**src/hdl/enhanced_uart_pkg.sv**
```systemverilog
// Purpose: shared constants and types for the enhanced serial port
// Assumes: AXI4-Lite register access, one 40 MHz clock (MCLK)
// Notes:   offsets are byte addresses, one aligned word per register
package enhanced_uart_pkg;
	// ********************************
	// register map
	// ********************************
	localparam logic [7:0] OFF_CTRL = 8'h00; // serial_control_reg
	localparam logic [7:0] OFF_DATA = 8'h04; // serial_data_buffer
	localparam logic [7:0] OFF_STAT = 8'h08; // serial_status_reg
	localparam logic [7:0] OFF_PWR  = 8'h0c; // power_control_reg
	localparam logic [7:0] OFF_DIVL = 8'h10; // divisor_low_byte
	localparam logic [7:0] OFF_DIVH = 8'h14; // divisor_high_byte
	localparam logic [7:0] OFF_BCFG = 8'h18; // rate source / break options
	// field positions
	localparam int CTL_MSH = 7;
	localparam int CTL_MSL = 6;
	localparam int CTL_REN = 4;
	localparam int CTL_TB8 = 3;
	localparam int CTL_RB8 = 2;
	localparam int CTL_TI  = 1;
	localparam int CTL_RI  = 0;
	localparam int ST_DBE  = 7;
	localparam int ST_FE   = 3;
	localparam int ST_BRK  = 2;
	localparam int PW_BD   = 7;
	localparam int PW_FES  = 6;
	localparam int CF_SRC  = 0;
	localparam int CF_BRE  = 1;
	localparam int CF_BOOT = 2;
	// reset values and read masks
	localparam logic [7:0] CTRL_RST  = 8'h00;
	localparam logic [7:0] PWR_RST   = 8'h00;
	localparam logic [7:0] DIV_RST   = 8'h00;
	localparam logic [7:0] CTL_RMASK = 8'hdf;
	localparam logic [7:0] PWR_RMASK = 8'hc0;
	// timing
	localparam int          OS_PER_BIT = 16;
	localparam int          BRK_BITS   = 11;
	localparam logic [7:0]  BRK_TICKS  = 8'(BRK_BITS * OS_PER_BIT);
	localparam logic [3:0]  OS_LAST    = 4'(OS_PER_BIT - 1);
	localparam logic [3:0]  OS_MID     = 4'(OS_PER_BIT / 2 - 1);
	localparam logic [1:0]  AXI_OKAY   = 2'h0;
	localparam logic [1:0]  AXI_SLVERR = 2'h2;
	// ********************************
	// types
	// ********************************
	typedef enum logic [1:0] {MODE_SHIFT, MODE_8BIT, MODE_9FIX, MODE_9VAR} mode_t;
	typedef enum {TX_IDLE, TX_SHIFT} tx_state_t;
	typedef enum {RX_IDLE, RX_START, RX_DATA} rx_state_t;
	typedef struct packed {
		logic        awvalid;
		logic [7:0]  awaddr;
		logic        wvalid;
		logic [31:0] wdata;
		logic [3:0]  wstrb;
		logic        bready;
		logic        arvalid;
		logic [7:0]  araddr;
		logic        rready;
	} axi_req_t;
	typedef struct packed {
		logic        awready;
		logic        wready;
		logic        bvalid;
		logic [1:0]  bresp;
		logic        arready;
		logic        rvalid;
		logic [31:0] rdata;
		logic [1:0]  rresp;
	} axi_rsp_t;
endpackage
```
**src/hdl/enhanced_uart_core.sv**
```systemverilog
// Purpose: enhanced serial port with shift, 8-bit and 9-bit modes
// Assumes: MCLK is both the CPU clock and the oscillator clock
// Notes:   registers over AXI4-Lite; flags cleared by writing 0
// Notes on behaviour
// mode 0 shifts 8 bits, clock at cpu/16
// 8-bit mode frame: start, 8 data, stop
// 8-bit mode stores stop bit as ninth
// 8-bit mode rate from timer1 or generator
// fixed 9-bit frame: start, 8 data, ninth, stop
// 9-bit modes keep ninth bit, drop stop
// fixed 9-bit rate cpu/16 or cpu/32
// variable 9-bit equals fixed, variable rate
// generator divisor is two 8-bit registers
// generator runs on the oscillator clock
// timer1 rate halved when baud_double clear
// framing error in status, optionally control bit 7
// software sets mode bits with select low
// eleven low bit times flag a break
// break may force reset into programming mode
// break reset fetches from boot address
// double buffer sends back to back frames
// status bit 7 enables double buffering
// software keeps double buffering off in mode 0
// double buffer raises done when buffer frees
// single buffer ninth bit held until sent
// double buffer captures ninth bit with data
// no timer2 rate source exists
// start on falling edge, sample mid bit
//
// The AXI4-Lite slave port and the register offsets are this design's own decisions.
`timescale 1ns/10ps
module enhanced_uart_core
	import enhanced_uart_pkg::*;
(
	input  wire logic                        MCLK,
	input  wire logic                        RST_B,
	input  wire enhanced_uart_pkg::axi_req_t AXI_REQ,
	output      enhanced_uart_pkg::axi_rsp_t AXI_RSP,
	input  wire logic                        RXD_I,
	output      logic                        RXD_O,
	output      logic                        RXD_OE_B,
	output      logic                        TXD,
	input  wire logic                        T1_OVF,
	output      logic                        BREAK_RESET,
	output      logic                        BOOT_SELECT
);
	import enhanced_uart_pkg::*;

	// ********************************
	// state
	// ********************************
	typedef struct packed {
		logic        rx_meta;
		logic        rx_sync;
		logic        rx_prev;
		logic [7:0]  ctrl;
		logic        dbe;
		logic        fe;
		logic        brk;
		logic [7:0]  pwr;
		logic [7:0]  divl;
		logic [7:0]  divh;
		logic        src_brg;
		logic        bre;
		logic        boot_sel;
		logic        brk_rst;
		logic        fix_half;
		logic        t1_half;
		logic [15:0] brg_cnt;
		logic [7:0]  brk_cnt;
		tx_state_t   tx_st;
		logic [10:0] tx_shift;
		logic [3:0]  tx_cnt;
		logic [3:0]  tx_bit;
		logic        tx_live;
		logic        m0_rx;
		logic        hold_v;
		logic [7:0]  hold_d;
		logic        hold_b8;
		rx_state_t   rx_st;
		logic [3:0]  rx_cnt;
		logic [3:0]  rx_bit;
		logic [8:0]  rx_buf;
		logic [7:0]  rx_data;
		logic        txd;
		logic        rxd_o;
		logic        rxd_oe_b;
		logic        aw_v;
		logic [7:0]  aw_a;
		logic        w_v;
		logic [7:0]  w_d;
		logic        w_s;
		logic        bvalid;
		logic [1:0]  bresp;
		logic        rvalid;
		logic [7:0]  rdata;
		logic [1:0]  rresp;
	} state_t;

	state_t s_reg;
	state_t s_next;
	mode_t  mode;
	logic   smod;
	logic   fes;
	logic   async;
	logic   os_tick;
	logic   brg_tick;
	logic   t1_tick;
	logic   brk_hit;
	logic   take;
	logic   wr_data;
	logic   rx_done;
	logic   fe_view;
	logic   rd_ok;
	logic [7:0] rd_val;
	logic [3:0] tx_last;
	logic   tx_bit_out;

	// frame image, lsb leaves first
	function automatic logic [10:0] frame_of(mode_t m, logic [7:0] d, logic b8);
		logic [10:0] f;
		f = {3'h7, d};
		if (m == MODE_8BIT) begin
			f = {2'h3, d, 1'b0};
		end else if (m != MODE_SHIFT) begin
			f = {1'b1, b8, d, 1'b0};
		end
		return f;
	endfunction

	assign mode  = mode_t'(s_reg.ctrl[CTL_MSH:CTL_MSL]);
	assign smod  = s_reg.pwr[PW_BD];
	assign fes   = s_reg.pwr[PW_FES];
	assign async = (mode != MODE_SHIFT);
	assign tx_last = (mode == MODE_SHIFT) ? 4'h7 : (mode == MODE_8BIT) ? 4'h9 : 4'ha;
	// control bit 7 shows the error flag when selected
	assign fe_view = fes ? s_reg.fe : s_reg.ctrl[CTL_MSH];

	// ********************************
	// register read decode
	// ********************************
	always_comb begin
		rd_ok  = 1'b1;
		rd_val = 8'h00;
		case (AXI_REQ.araddr)
			OFF_CTRL: rd_val = {fe_view, s_reg.ctrl[6:0]} & CTL_RMASK;
			OFF_DATA: rd_val = s_reg.rx_data;
			OFF_STAT: begin
				rd_val[ST_DBE] = s_reg.dbe;
				rd_val[ST_FE]  = s_reg.fe;
				rd_val[ST_BRK] = s_reg.brk;
			end
			OFF_PWR:  rd_val = s_reg.pwr & PWR_RMASK;
			OFF_DIVL: rd_val = s_reg.divl;
			OFF_DIVH: rd_val = s_reg.divh;
			OFF_BCFG: begin
				rd_val[CF_SRC]  = s_reg.src_brg;
				rd_val[CF_BRE]  = s_reg.bre;
				rd_val[CF_BOOT] = s_reg.boot_sel;
			end
			default:  rd_ok = 1'b0;
		endcase
	end

	// ********************************
	// next state
	// ********************************
	always_comb begin
		s_next  = s_reg;
		s_next.brk_rst = 1'b0;
		wr_data = 1'b0;
		take    = 1'b0;
		rx_done = 1'b0;
		tx_bit_out = 1'b1;
		// two-stage pin synchroniser, edge seen after it
		s_next.rx_meta = RXD_I;
		s_next.rx_sync = s_reg.rx_meta;
		s_next.rx_prev = s_reg.rx_sync;

		// rate: generator counts oscillator cycles, MCLK here
		brg_tick = (s_reg.brg_cnt >= {s_reg.divh, s_reg.divl});
		s_next.brg_cnt = brg_tick ? 16'h0000 : s_reg.brg_cnt + 16'h0001;
		s_next.fix_half = ~s_reg.fix_half;
		if (T1_OVF && !smod) begin
			s_next.t1_half = ~s_reg.t1_half;
		end
		t1_tick = T1_OVF && (smod || s_reg.t1_half);
		// only three sources; timer2 has no path here
		case (mode)
			MODE_SHIFT: os_tick = 1'b1; // sixteen ticks a bit: cpu/16
			MODE_9FIX:  os_tick = smod || s_reg.fix_half;
			default:    os_tick = s_reg.src_brg ? brg_tick : t1_tick;
		endcase

		// bus: address and data taken in either order
		if (AXI_REQ.awvalid && !s_reg.aw_v) begin
			s_next.aw_v = 1'b1;
			s_next.aw_a = AXI_REQ.awaddr;
		end
		if (AXI_REQ.wvalid && !s_reg.w_v) begin
			s_next.w_v = 1'b1;
			s_next.w_d = AXI_REQ.wdata[7:0];
			s_next.w_s = AXI_REQ.wstrb[0];
		end
		if (s_reg.bvalid && AXI_REQ.bready) begin
			s_next.bvalid = 1'b0;
		end
		if (s_reg.aw_v && s_reg.w_v && !s_reg.bvalid) begin
			s_next.aw_v   = 1'b0;
			s_next.w_v    = 1'b0;
			s_next.bvalid = 1'b1;
			s_next.bresp  = AXI_OKAY;
			case (s_reg.aw_a)
				OFF_CTRL: if (s_reg.w_s) begin
					s_next.ctrl = s_reg.w_d;
					if (fes) begin
						// bit 7 aliases the error flag; mode bit kept
						s_next.ctrl[CTL_MSH] = s_reg.ctrl[CTL_MSH];
						s_next.fe = s_reg.fe & s_reg.w_d[CTL_MSH];
					end
				end
				OFF_DATA: if (s_reg.w_s) begin
					wr_data = 1'b1;
					s_next.hold_v  = 1'b1;
					s_next.hold_d  = s_reg.w_d;
					s_next.hold_b8 = s_reg.ctrl[CTL_TB8]; // ninth bit latched now
				end
				OFF_STAT: if (s_reg.w_s) begin
					s_next.dbe = s_reg.w_d[ST_DBE];
					s_next.fe  = s_reg.fe & s_reg.w_d[ST_FE];
					s_next.brk = s_reg.brk & s_reg.w_d[ST_BRK];
				end
				OFF_PWR:  if (s_reg.w_s) s_next.pwr = s_reg.w_d;
				OFF_DIVL: if (s_reg.w_s) s_next.divl = s_reg.w_d;
				OFF_DIVH: if (s_reg.w_s) s_next.divh = s_reg.w_d;
				OFF_BCFG: if (s_reg.w_s) begin
					s_next.src_brg  = s_reg.w_d[CF_SRC];
					s_next.bre      = s_reg.w_d[CF_BRE];
					s_next.boot_sel = s_reg.boot_sel & s_reg.w_d[CF_BOOT];
				end
				default:  s_next.bresp = AXI_SLVERR;
			endcase
		end
		if (AXI_REQ.arvalid && !s_reg.rvalid) begin
			s_next.rvalid = 1'b1;
			s_next.rdata  = rd_val;
			s_next.rresp  = rd_ok ? AXI_OKAY : AXI_SLVERR;
		end else if (s_reg.rvalid && AXI_REQ.rready) begin
			s_next.rvalid = 1'b0;
		end

		// transmitter; flag sets come after bus writes so they win
		case (s_reg.tx_st)
			TX_IDLE: begin
				if (s_reg.hold_v) begin
					take = 1'b1;
				end else if (!async && s_reg.ctrl[CTL_REN] && !s_reg.ctrl[CTL_RI]) begin
					// mode 0 receive: clock out, sample the data pin
					s_next.tx_st    = TX_SHIFT;
					s_next.tx_shift = 11'h7ff;
					s_next.m0_rx    = 1'b1;
					s_next.tx_cnt   = 4'h0;
					s_next.tx_bit   = 4'h0;
				end
			end
			TX_SHIFT: if (os_tick) begin
				s_next.tx_cnt = s_reg.tx_cnt + 4'h1;
				if (s_reg.tx_cnt == OS_LAST) begin
					s_next.tx_shift = {1'b1, s_reg.tx_shift[10:1]};
					s_next.tx_bit   = s_reg.tx_bit + 4'h1;
					if (s_reg.m0_rx) begin
						s_next.rx_buf[s_reg.tx_bit[2:0]] = s_reg.rx_sync;
					end
					if (s_reg.tx_bit == tx_last) begin
						s_next.tx_st = TX_IDLE;
						if (s_reg.m0_rx) begin
							s_next.rx_data = {s_reg.rx_sync, s_reg.rx_buf[6:0]};
							s_next.ctrl[CTL_RI] = 1'b1;
						end else if (!s_reg.dbe || !async) begin
							s_next.ctrl[CTL_TI] = 1'b1; // end of char
						end
						// next frame starts right after this stop bit
						if (s_reg.hold_v && s_reg.dbe && async) begin
							take = 1'b1;
						end
					end
				end
			end
			default: s_next.tx_st = TX_IDLE;
		endcase
		if (take) begin
			s_next.tx_st    = TX_SHIFT;
			s_next.tx_shift = frame_of(mode, s_reg.hold_d, s_reg.hold_b8);
			s_next.tx_live  = !s_reg.dbe;
			s_next.m0_rx    = 1'b0;
			s_next.tx_cnt   = 4'h0;
			s_next.tx_bit   = 4'h0;
			if (!wr_data) begin
				s_next.hold_v = 1'b0;
			end
			if (s_reg.dbe && async) begin
				s_next.ctrl[CTL_TI] = 1'b1; // buffer free again
			end
		end

		// asynchronous receiver
		case (s_reg.rx_st)
			RX_IDLE: if (async && s_reg.ctrl[CTL_REN] && s_reg.rx_prev && !s_reg.rx_sync) begin
				s_next.rx_st  = RX_START; // falling edge
				s_next.rx_cnt = 4'h0;
			end
			RX_START: if (os_tick) begin
				s_next.rx_cnt = s_reg.rx_cnt + 4'h1;
				if (s_reg.rx_cnt == OS_MID) begin
					// a glitch that is high mid start is dropped
					s_next.rx_st  = s_reg.rx_sync ? RX_IDLE : RX_DATA;
					s_next.rx_cnt = 4'h0;
					s_next.rx_bit = 4'h0;
				end
			end
			RX_DATA: if (os_tick) begin
				s_next.rx_cnt = s_reg.rx_cnt + 4'h1;
				if (s_reg.rx_cnt == OS_LAST) begin
					s_next.rx_bit = s_reg.rx_bit + 4'h1;
					if (s_reg.rx_bit == tx_last - 4'h1) begin
						rx_done = 1'b1;
						s_next.rx_st   = RX_IDLE;
						s_next.rx_data = s_reg.rx_buf[7:0];
						s_next.ctrl[CTL_RI] = 1'b1;
						if (mode == MODE_8BIT) begin
							s_next.ctrl[CTL_RB8] = s_reg.rx_sync; // stop bit kept
						end else begin
							s_next.ctrl[CTL_RB8] = s_reg.rx_buf[8]; // stop dropped
						end
						if (!s_reg.rx_sync) begin
							s_next.fe = 1'b1;
						end
					end else begin
						s_next.rx_buf[s_reg.rx_bit] = s_reg.rx_sync;
					end
				end
			end
			default: s_next.rx_st = RX_IDLE;
		endcase

		// break: line low for eleven whole bit times
		brk_hit = os_tick && async && !s_reg.rx_sync && (s_reg.brk_cnt == BRK_TICKS - 8'h01);
		if (os_tick && async) begin
			if (s_reg.rx_sync) begin
				s_next.brk_cnt = 8'h00;
			end else if (s_reg.brk_cnt != BRK_TICKS) begin
				s_next.brk_cnt = s_reg.brk_cnt + 8'h01;
			end
		end
		if (brk_hit) begin
			s_next.brk = 1'b1;
			if (s_reg.bre) begin
				s_next.brk_rst  = 1'b1;
				s_next.boot_sel = 1'b1;
			end
		end

		// pin images from flip-flops; mode 0 clock low in first half
		if (s_next.tx_st == TX_SHIFT && !async) begin
			s_next.txd = (s_next.tx_cnt > OS_MID);
		end else if (s_next.tx_st == TX_SHIFT) begin
			tx_bit_out = s_next.tx_shift[0];
			if (s_next.tx_bit == 4'h9 && mode[1] && s_next.tx_live) begin
				tx_bit_out = s_next.ctrl[CTL_TB8]; // live ninth bit
			end
			s_next.txd = tx_bit_out;
		end else begin
			s_next.txd = 1'b1;
		end
		s_next.rxd_o    = s_next.tx_shift[0];
		s_next.rxd_oe_b = !(!async && s_next.tx_st == TX_SHIFT && !s_next.m0_rx);
	end

	// ********************************
	// registers
	// ********************************
	always_ff @(posedge MCLK or negedge RST_B) begin
		if (!RST_B) begin
			s_reg          <= '0;
			s_reg.ctrl     <= CTRL_RST;
			s_reg.pwr      <= PWR_RST;
			s_reg.divl     <= DIV_RST;
			s_reg.divh     <= DIV_RST;
			s_reg.rx_meta  <= 1'b1;
			s_reg.rx_sync  <= 1'b1;
			s_reg.rx_prev  <= 1'b1;
			s_reg.txd      <= 1'b1;
			s_reg.rxd_o    <= 1'b1;
			s_reg.rxd_oe_b <= 1'b1;
			s_reg.tx_st    <= TX_IDLE;
			s_reg.rx_st    <= RX_IDLE;
		end else begin
			s_reg <= s_next;
		end
	end

	assign TXD         = s_reg.txd;
	assign RXD_O       = s_reg.rxd_o;
	assign RXD_OE_B    = s_reg.rxd_oe_b;
	assign BREAK_RESET = s_reg.brk_rst;
	assign BOOT_SELECT = s_reg.boot_sel;
	assign AXI_RSP = '{awready: !s_reg.aw_v, wready: !s_reg.w_v, bvalid: s_reg.bvalid,
		bresp: s_reg.bresp, arready: !s_reg.rvalid, rvalid: s_reg.rvalid,
		rdata: {24'h000000, s_reg.rdata}, rresp: s_reg.rresp};
endmodule

```
**config.mk**
```make
export PLATFORM = sky130hd
export DESIGN_NAME = enhanced_uart_core
export DESIGN_NICKNAME = d
export VERILOG_FILES = /design/src/hdl/enhanced_uart_pkg.sv /design/src/hdl/enhanced_uart_core.sv
export SDC_FILE = /design/constraint.sdc
export NUM_CORES = 1
export LEC_CHECK = 0
export BUFFER_PORTS_ARGS = -buffer_cell sky130_fd_sc_hd__buf_2
export CAP_MARGIN = 20
export CORE_MARGIN = 1
export CORE_UTILIZATION = 55
export DETAILED_ROUTE_END_ITERATION = 12
export GPL_ROUTABILITY_DRIVEN = 0
export GPL_TIMING_DRIVEN = 0
export PLACE_DENSITY_LB_ADDON = 0.05
export SLEW_MARGIN = 20
export SYNTH_ARGS = -nofsm -noshare
export SYNTH_HDL_FRONTEND = slang
export SYNTH_SLANG_ARGS = --single-unit
```
**constraint.sdc**
```tcl
create_clock -name MCLK -period 4.05 [get_ports MCLK]
set_input_delay 0 -clock MCLK [delete_from_list [all_inputs] [get_ports MCLK]]
set_output_delay 0 -clock MCLK [all_outputs]
set_load 0.02 [all_outputs]
```
# ---- Yosys cells after proc, flatten, opt, wreduce, memory -nomap -nowiden
# Cells that the tools add are included.
dict set report word_totals {
  register_bits 224
  out_inout_bits 46
  inputBits 61
  elab_cells 300
}
dict set report op_classes {
  order_cmp 6
  addsub 7
  n_bitwise 7
  eq_ne 36
  reduce_logical 73
  mux 123
}
# cell n
set op_table {}
lappend op_table {{$mux W51} 3}
lappend op_table {{$mux W32} 3}
lappend op_table {{$pmux W32 S3} 1}
lappend op_table {{$mux W8} 11}
lappend op_table {{$mux W40} 2}
lappend op_table {{$mux W17} 4}
lappend op_table {{$eq A32 B1 Y1 const B} 2}
lappend op_table {{$eq A32 B2 Y1 const B} 2}
lappend op_table {{$logic_not A32 Y1} 2}
lappend op_table {{$pmux W32 S2} 1}
lappend op_table {{$mux W10} 6}
lappend op_table {{$mux W57} 1}
lappend op_table {{$mux W54} 1}
lappend op_table {{$mux W1} 49}
lappend op_table {{$eq A8 B5 Y1 const B} 6}
lappend op_table {{$mux W43} 1}
lappend op_table {{$pmux W19 S2} 1}
lappend op_table {{$mux W36} 1}
lappend op_table {{$mux W34} 1}
lappend op_table {{$eq A8 B4 Y1 const B} 4}
lappend op_table {{$mux W9} 3}
lappend op_table {{$logic_and A1 B1 Y1} 26}
lappend op_table {{$reduce_and A3 Y1} 8}
lappend op_table {{$mux W21} 1}
lappend op_table {{47 further kinds} 112}

# ---- Logic depth before layout (Yosys ltp)
dict set report logic_depth {
  word_depth 15
  depth_mapped 13
  mapped_depth_nobuf 11
}

# ---- Worst setup path before layout
# OpenSTA, ideal clock, no wires.
dict set report synth_path {
  kind {register to register}
  startpoint {reg s_reg[173] (netlist bit)}
  endpoint {reg s_reg[36] (netlist bit)}
  setup_slack_ns 1.255
  path_stages_with_launch 12
  n_path_buf 2
  period_less_slack_ns 2.795
  setup_ns 0.125
  t_required_ns 3.925
  t_arrival_ns 2.670
  path_cell_list {dfrtp_1 > ha_1 > a21oi_2 > nor3_1 > or4_4 > o31ai_4 > a21o_1 > buf_6 > nor2_2 > a21o_1 > buf_6 > mux2_4}
}
# element line
set synth_lines {}
lappend synth_lines {{start: declaration} enhanced_uart_core.sv:100} ;# state_t s_reg;
lappend synth_lines {{start signal: assignment} enhanced_uart_core.sv:398} ;# s_reg <= s_next;

==> results by stage <==
Route:
- The number of detailed-routing iterations run before antenna repair is 5.
- The antenna violation net count after detailed routing is 0.
- For this block, the initial DRC count from the detailed router was 421.
- The routed wirelength normalized by instance count is 15.32 µm.
- The detailed router placed 6760 vias in this run.
- The average via count per standard cell is 5.331.
- The final layout contains routed wiring with a total length of 19420 µm.
- In the routed design, unresolved DRC markers number 0.

Final layout:
- The multi-input combinational cells in the finished layout cover a total of 0.004232 mm².
- After filler insertion, the fill cell instance count of the layout stands at 1323.
- Compared with the post-synthesis result, the final layout area differs by 17.67%.
- The repair_antennas step left the layout with diodes totalling 0.
- The number of flip-flops under the largest register name is 163.
- The footprint of the flip-flops and latches is 0.004637 mm².
- The share of post-route cells with drive strength above 1 is 21.85%.
- The utilization of the core after routing is 65.86%.
- The final layout contains 1127 nets.

Global routing:
- The layer flagged by global routing as most heavily used is met2.
- The initial antenna violation count was 0.
- In the global route stage, met1 resource usage came out at 35.26%.
- For this run, the total global-route usage over all layers was measured as 24.13%.
- The met3 layer usage reported by global route is 4.398%.
- For this run, global-route usage on met2 was measured as 36.54%.
- The pin count of the biggest net entering global routing is 98.
- The via count of the first global-routing pass came to 6588.
- The total congestion overflow after global routing is 0.
- The first global-routing pass estimated 33070 µm of wire.

Synthesis:
- The sequential cell area fraction in the yosys report is 50.14%.
- dfrtp_1 is the most common cell in the netlist.
- Synthesis produced a netlist whose cell count is 880.
- The top cell type by area accounts for 48.43% of the synthesized area.
- By area the synthesized netlist is led by dfrtp_1 48%, mux2_2 7.2%, ha_1 4.2%, nor2_1 3.5%, buf_4 3.3%.
- In this run, synthesis inferred 0 flip-flops with an integrated enable.
- Synthesis instantiated 71 different standard cells from the library.
- The summed instance area of the synthesized netlist is 0.009249 mm².
- In the synthesized netlist the dominant register cell turns out to be dfrtp_1.
- Dividing the synthesized area by the synthesized cell count gives 10.51 µm².
- Counting flops and latches in the post-synthesis netlist gives 185.
- The synthesis warning total is 0.
- The share of flip-flops with an asynchronous set or reset after synthesis is 100.0%.
- Sorting the synthesized cells by how often they occur yields 179 x dfrtp_1, 86 x nor2_1, 78 x nand2_1, 59 x mux2_2, 55 x o21ai_0.
- The library cell with the largest summed area after synthesis is dfrtp_1.

Critical path:
- In this run the critical register-to-register path is captured at s_reg[41].
- Data on the critical path is required at its endpoint by 4360 ps.
- For the worst flop-to-flop path, the logic depth is 12.
- The arrival time reported for the critical path endpoint is 3600 ps.
- Along the worst path, the maximum fanout reaches 8.
- The type of the worst setup path is flop to flop.
- The critical path launch point is s_reg[193].
- The worst register-to-register path begins at s_reg[193].
- The setup slack of the worst register-to-register path is 760 ps.
- STA classifies the critical path endpoint as a flop.
- The worst setup path is launched from a flop.

Clock network:
- After clock tree synthesis, the clock-pin slew on the worst setup and hold paths is 70 ps.
- Counting every sink on the clock net gives 185.
- After clock tree synthesis, the setup repair step added 0 buffers.
- Clock tree synthesis inserted a total of 17 buffers.
- The cell chosen for the clock root is clkbuf_16.
- The insertion delay of the later-clocked pin in the worst-skew pair is 430 ps.
- The number of buffers on the longest clock path is 2.
- The H-tree generated during clock tree synthesis spans 4 levels.
- The post-CTS resize count is 0.
- The number of hold buffers added after cts is 28.
- The clock tree from TritonCTS is built.

Hold path:
- The startpoint of the lowest-slack hold path is AXI_REQ[7].
- The worst hold path passes through 4 cells.
- The destination of the worst hold path is AXI_RSP[5].
- The worst min-delay path category is input port to flop.

Die:
- For this configuration, the core starts out at a cell density of 55.97%.
- The site row count is 47.
- In this run the count of I/O pins placed on the die edge is 107.
- The die covers 0.01734 mm².
- In this run the standard cell core region covers 0.01652 mm².
- The die height is 131.7 µm.
- The floorplan step set the die width to 131.7 µm.

Flow run:
- The tool flagged a number of max-cap violations equal to 0.

Power and ir drop:
- Summing internal, switching and leakage power gives 0.005083 W.
- The analysis attributes to cell leakage a power of 5.058 nW.
- VDD sags by at most 340.4 µV.
- The total power divided by cell area is 467.0 mW/mm².

Timing:
- The clock period minus final worst setup slack is 3291 ps.
- The post-route clock skew is 8.653 ps.
- The number of setup violations in the final report is 0.
- The final number of hold-violating endpoints is 0.
- The final count of pins violating max slew was 0.
- Timing would allow up to 0.3038 GHz.
- Setup repair after global routing left no endpoint under its margin.
- For the pin with the worst max-slew slack, the measured transition is 705.7 ps.
- The final-layout setup total negative slack is 0 ps.
- The relative slew slack is 52.29%.
- The final critical-path share of the clock period is 81.27%.

Run status:
- The run finished with clean final reports.

Place:
- The quantity of I/O buffers inserted on ports is 51.
- The placed wire-length estimate is 13940 µm.
power by group:
part / leakage, nW / total [W] / switching (W) / internal [W]
Clock: 0.282 / 0.00164 / 0.000751 / 0.000884
Sequential: 2.36 / 0.00234 / 0.000259 / 0.00208
Combinational: 2.42 / 0.00111 / 0.000660 / 0.000451
Total: 5.06 / 0.00508 / 0.00167 / 0.00341
logic make-up (layout without fill, tap and decap cells):
family	count (synthesis)	in the layout	synth area share (%)
buf+inv	110	222	6.385
mux	83	83	10.57
fa+ha+maj	31	31	4.194
flops	185	185	50.14
simple gates	301	301	16.49
compound gates	154	154	10.77
other cells	1	57	0.04055
xor+xnor	15	15	1.420
metal layers:
metal	vias up	routed length, µm	part of all wire, %
met3	24	934	4.8
met4	0	280	1.4
met2	187	8677	45
met5	-	0	0
li1	3311	-	-
met1	3238	9530	49
cell usage in the layout (no fill, tap or decap), types with 13 or more instances in the layout:
master	count
inv_1	36
buf_2	57
dfrtp_1	179
conb_1	57
nor2_1	86
nand3_1	31
buf_4	41
dlygate4sd3_1	28
nor3_1	13
mux2i_1	14
ha_1	31
a21oi_1	29
nand2_1	78
clkbuf_16	17
mux2_2	59
o21ai_0	55
clkbuf_1	25
cell type report:
| cell class | instances | area share, % |
|---|---|---|
| flip-flops and latches | 185 | 42.61 |
| multi-input cells | 641 | 38.88 |
| repair buffers | 80 | 5.266 |
| plain buffers | 74 | 4.185 |
| clock buffers | 19 | 4.070 |
| well taps | 220 | 2.529 |
| inverters | 36 | 1.242 |
| clock inverters | 13 | 1.219 |
worst max-delay path by stage:
stage,to,slack [ps],cells past startpoint
6_report,s_reg[41],760,12
2_1_floorplan,s_reg[36],1250,11
3_5_place_dp,s_reg[36],810,12
5_1_grt,s_reg[38],580,12
4_1_cts,s_reg[41],780,12
3_3_place_gp,s_reg[134],-9,1
stage by stage:
step	cells	cell area, µm²	worst slack [ps]	hold slack, ps
6_report	1268	10880	758.5	12.79
4_1_cts	1268	10880	783.4	3.537
3_3_place_gp	1207	9990	-9.320	104.4
5_1_grt	1268	10880	579.9	11.39
3_5_place_dp	1208	10030	812.8	60.37
2_1_floorplan	936	9459	1255	-295.6
worst max-delay path, cell delays in order (launching register included):
cell,delay (ps)
dfrtp_1,390
inv_1,60
ha_1,320
nand4_2,130
nor3_1,300
and4b_1,300
o31ai_4,110
a21oi_2,300
nand3_2,200
nor3b_1,460
a21o_1,150
buf_6,160
mux2_4,300
Note: power is estimated with default switching activity, not from simulation.
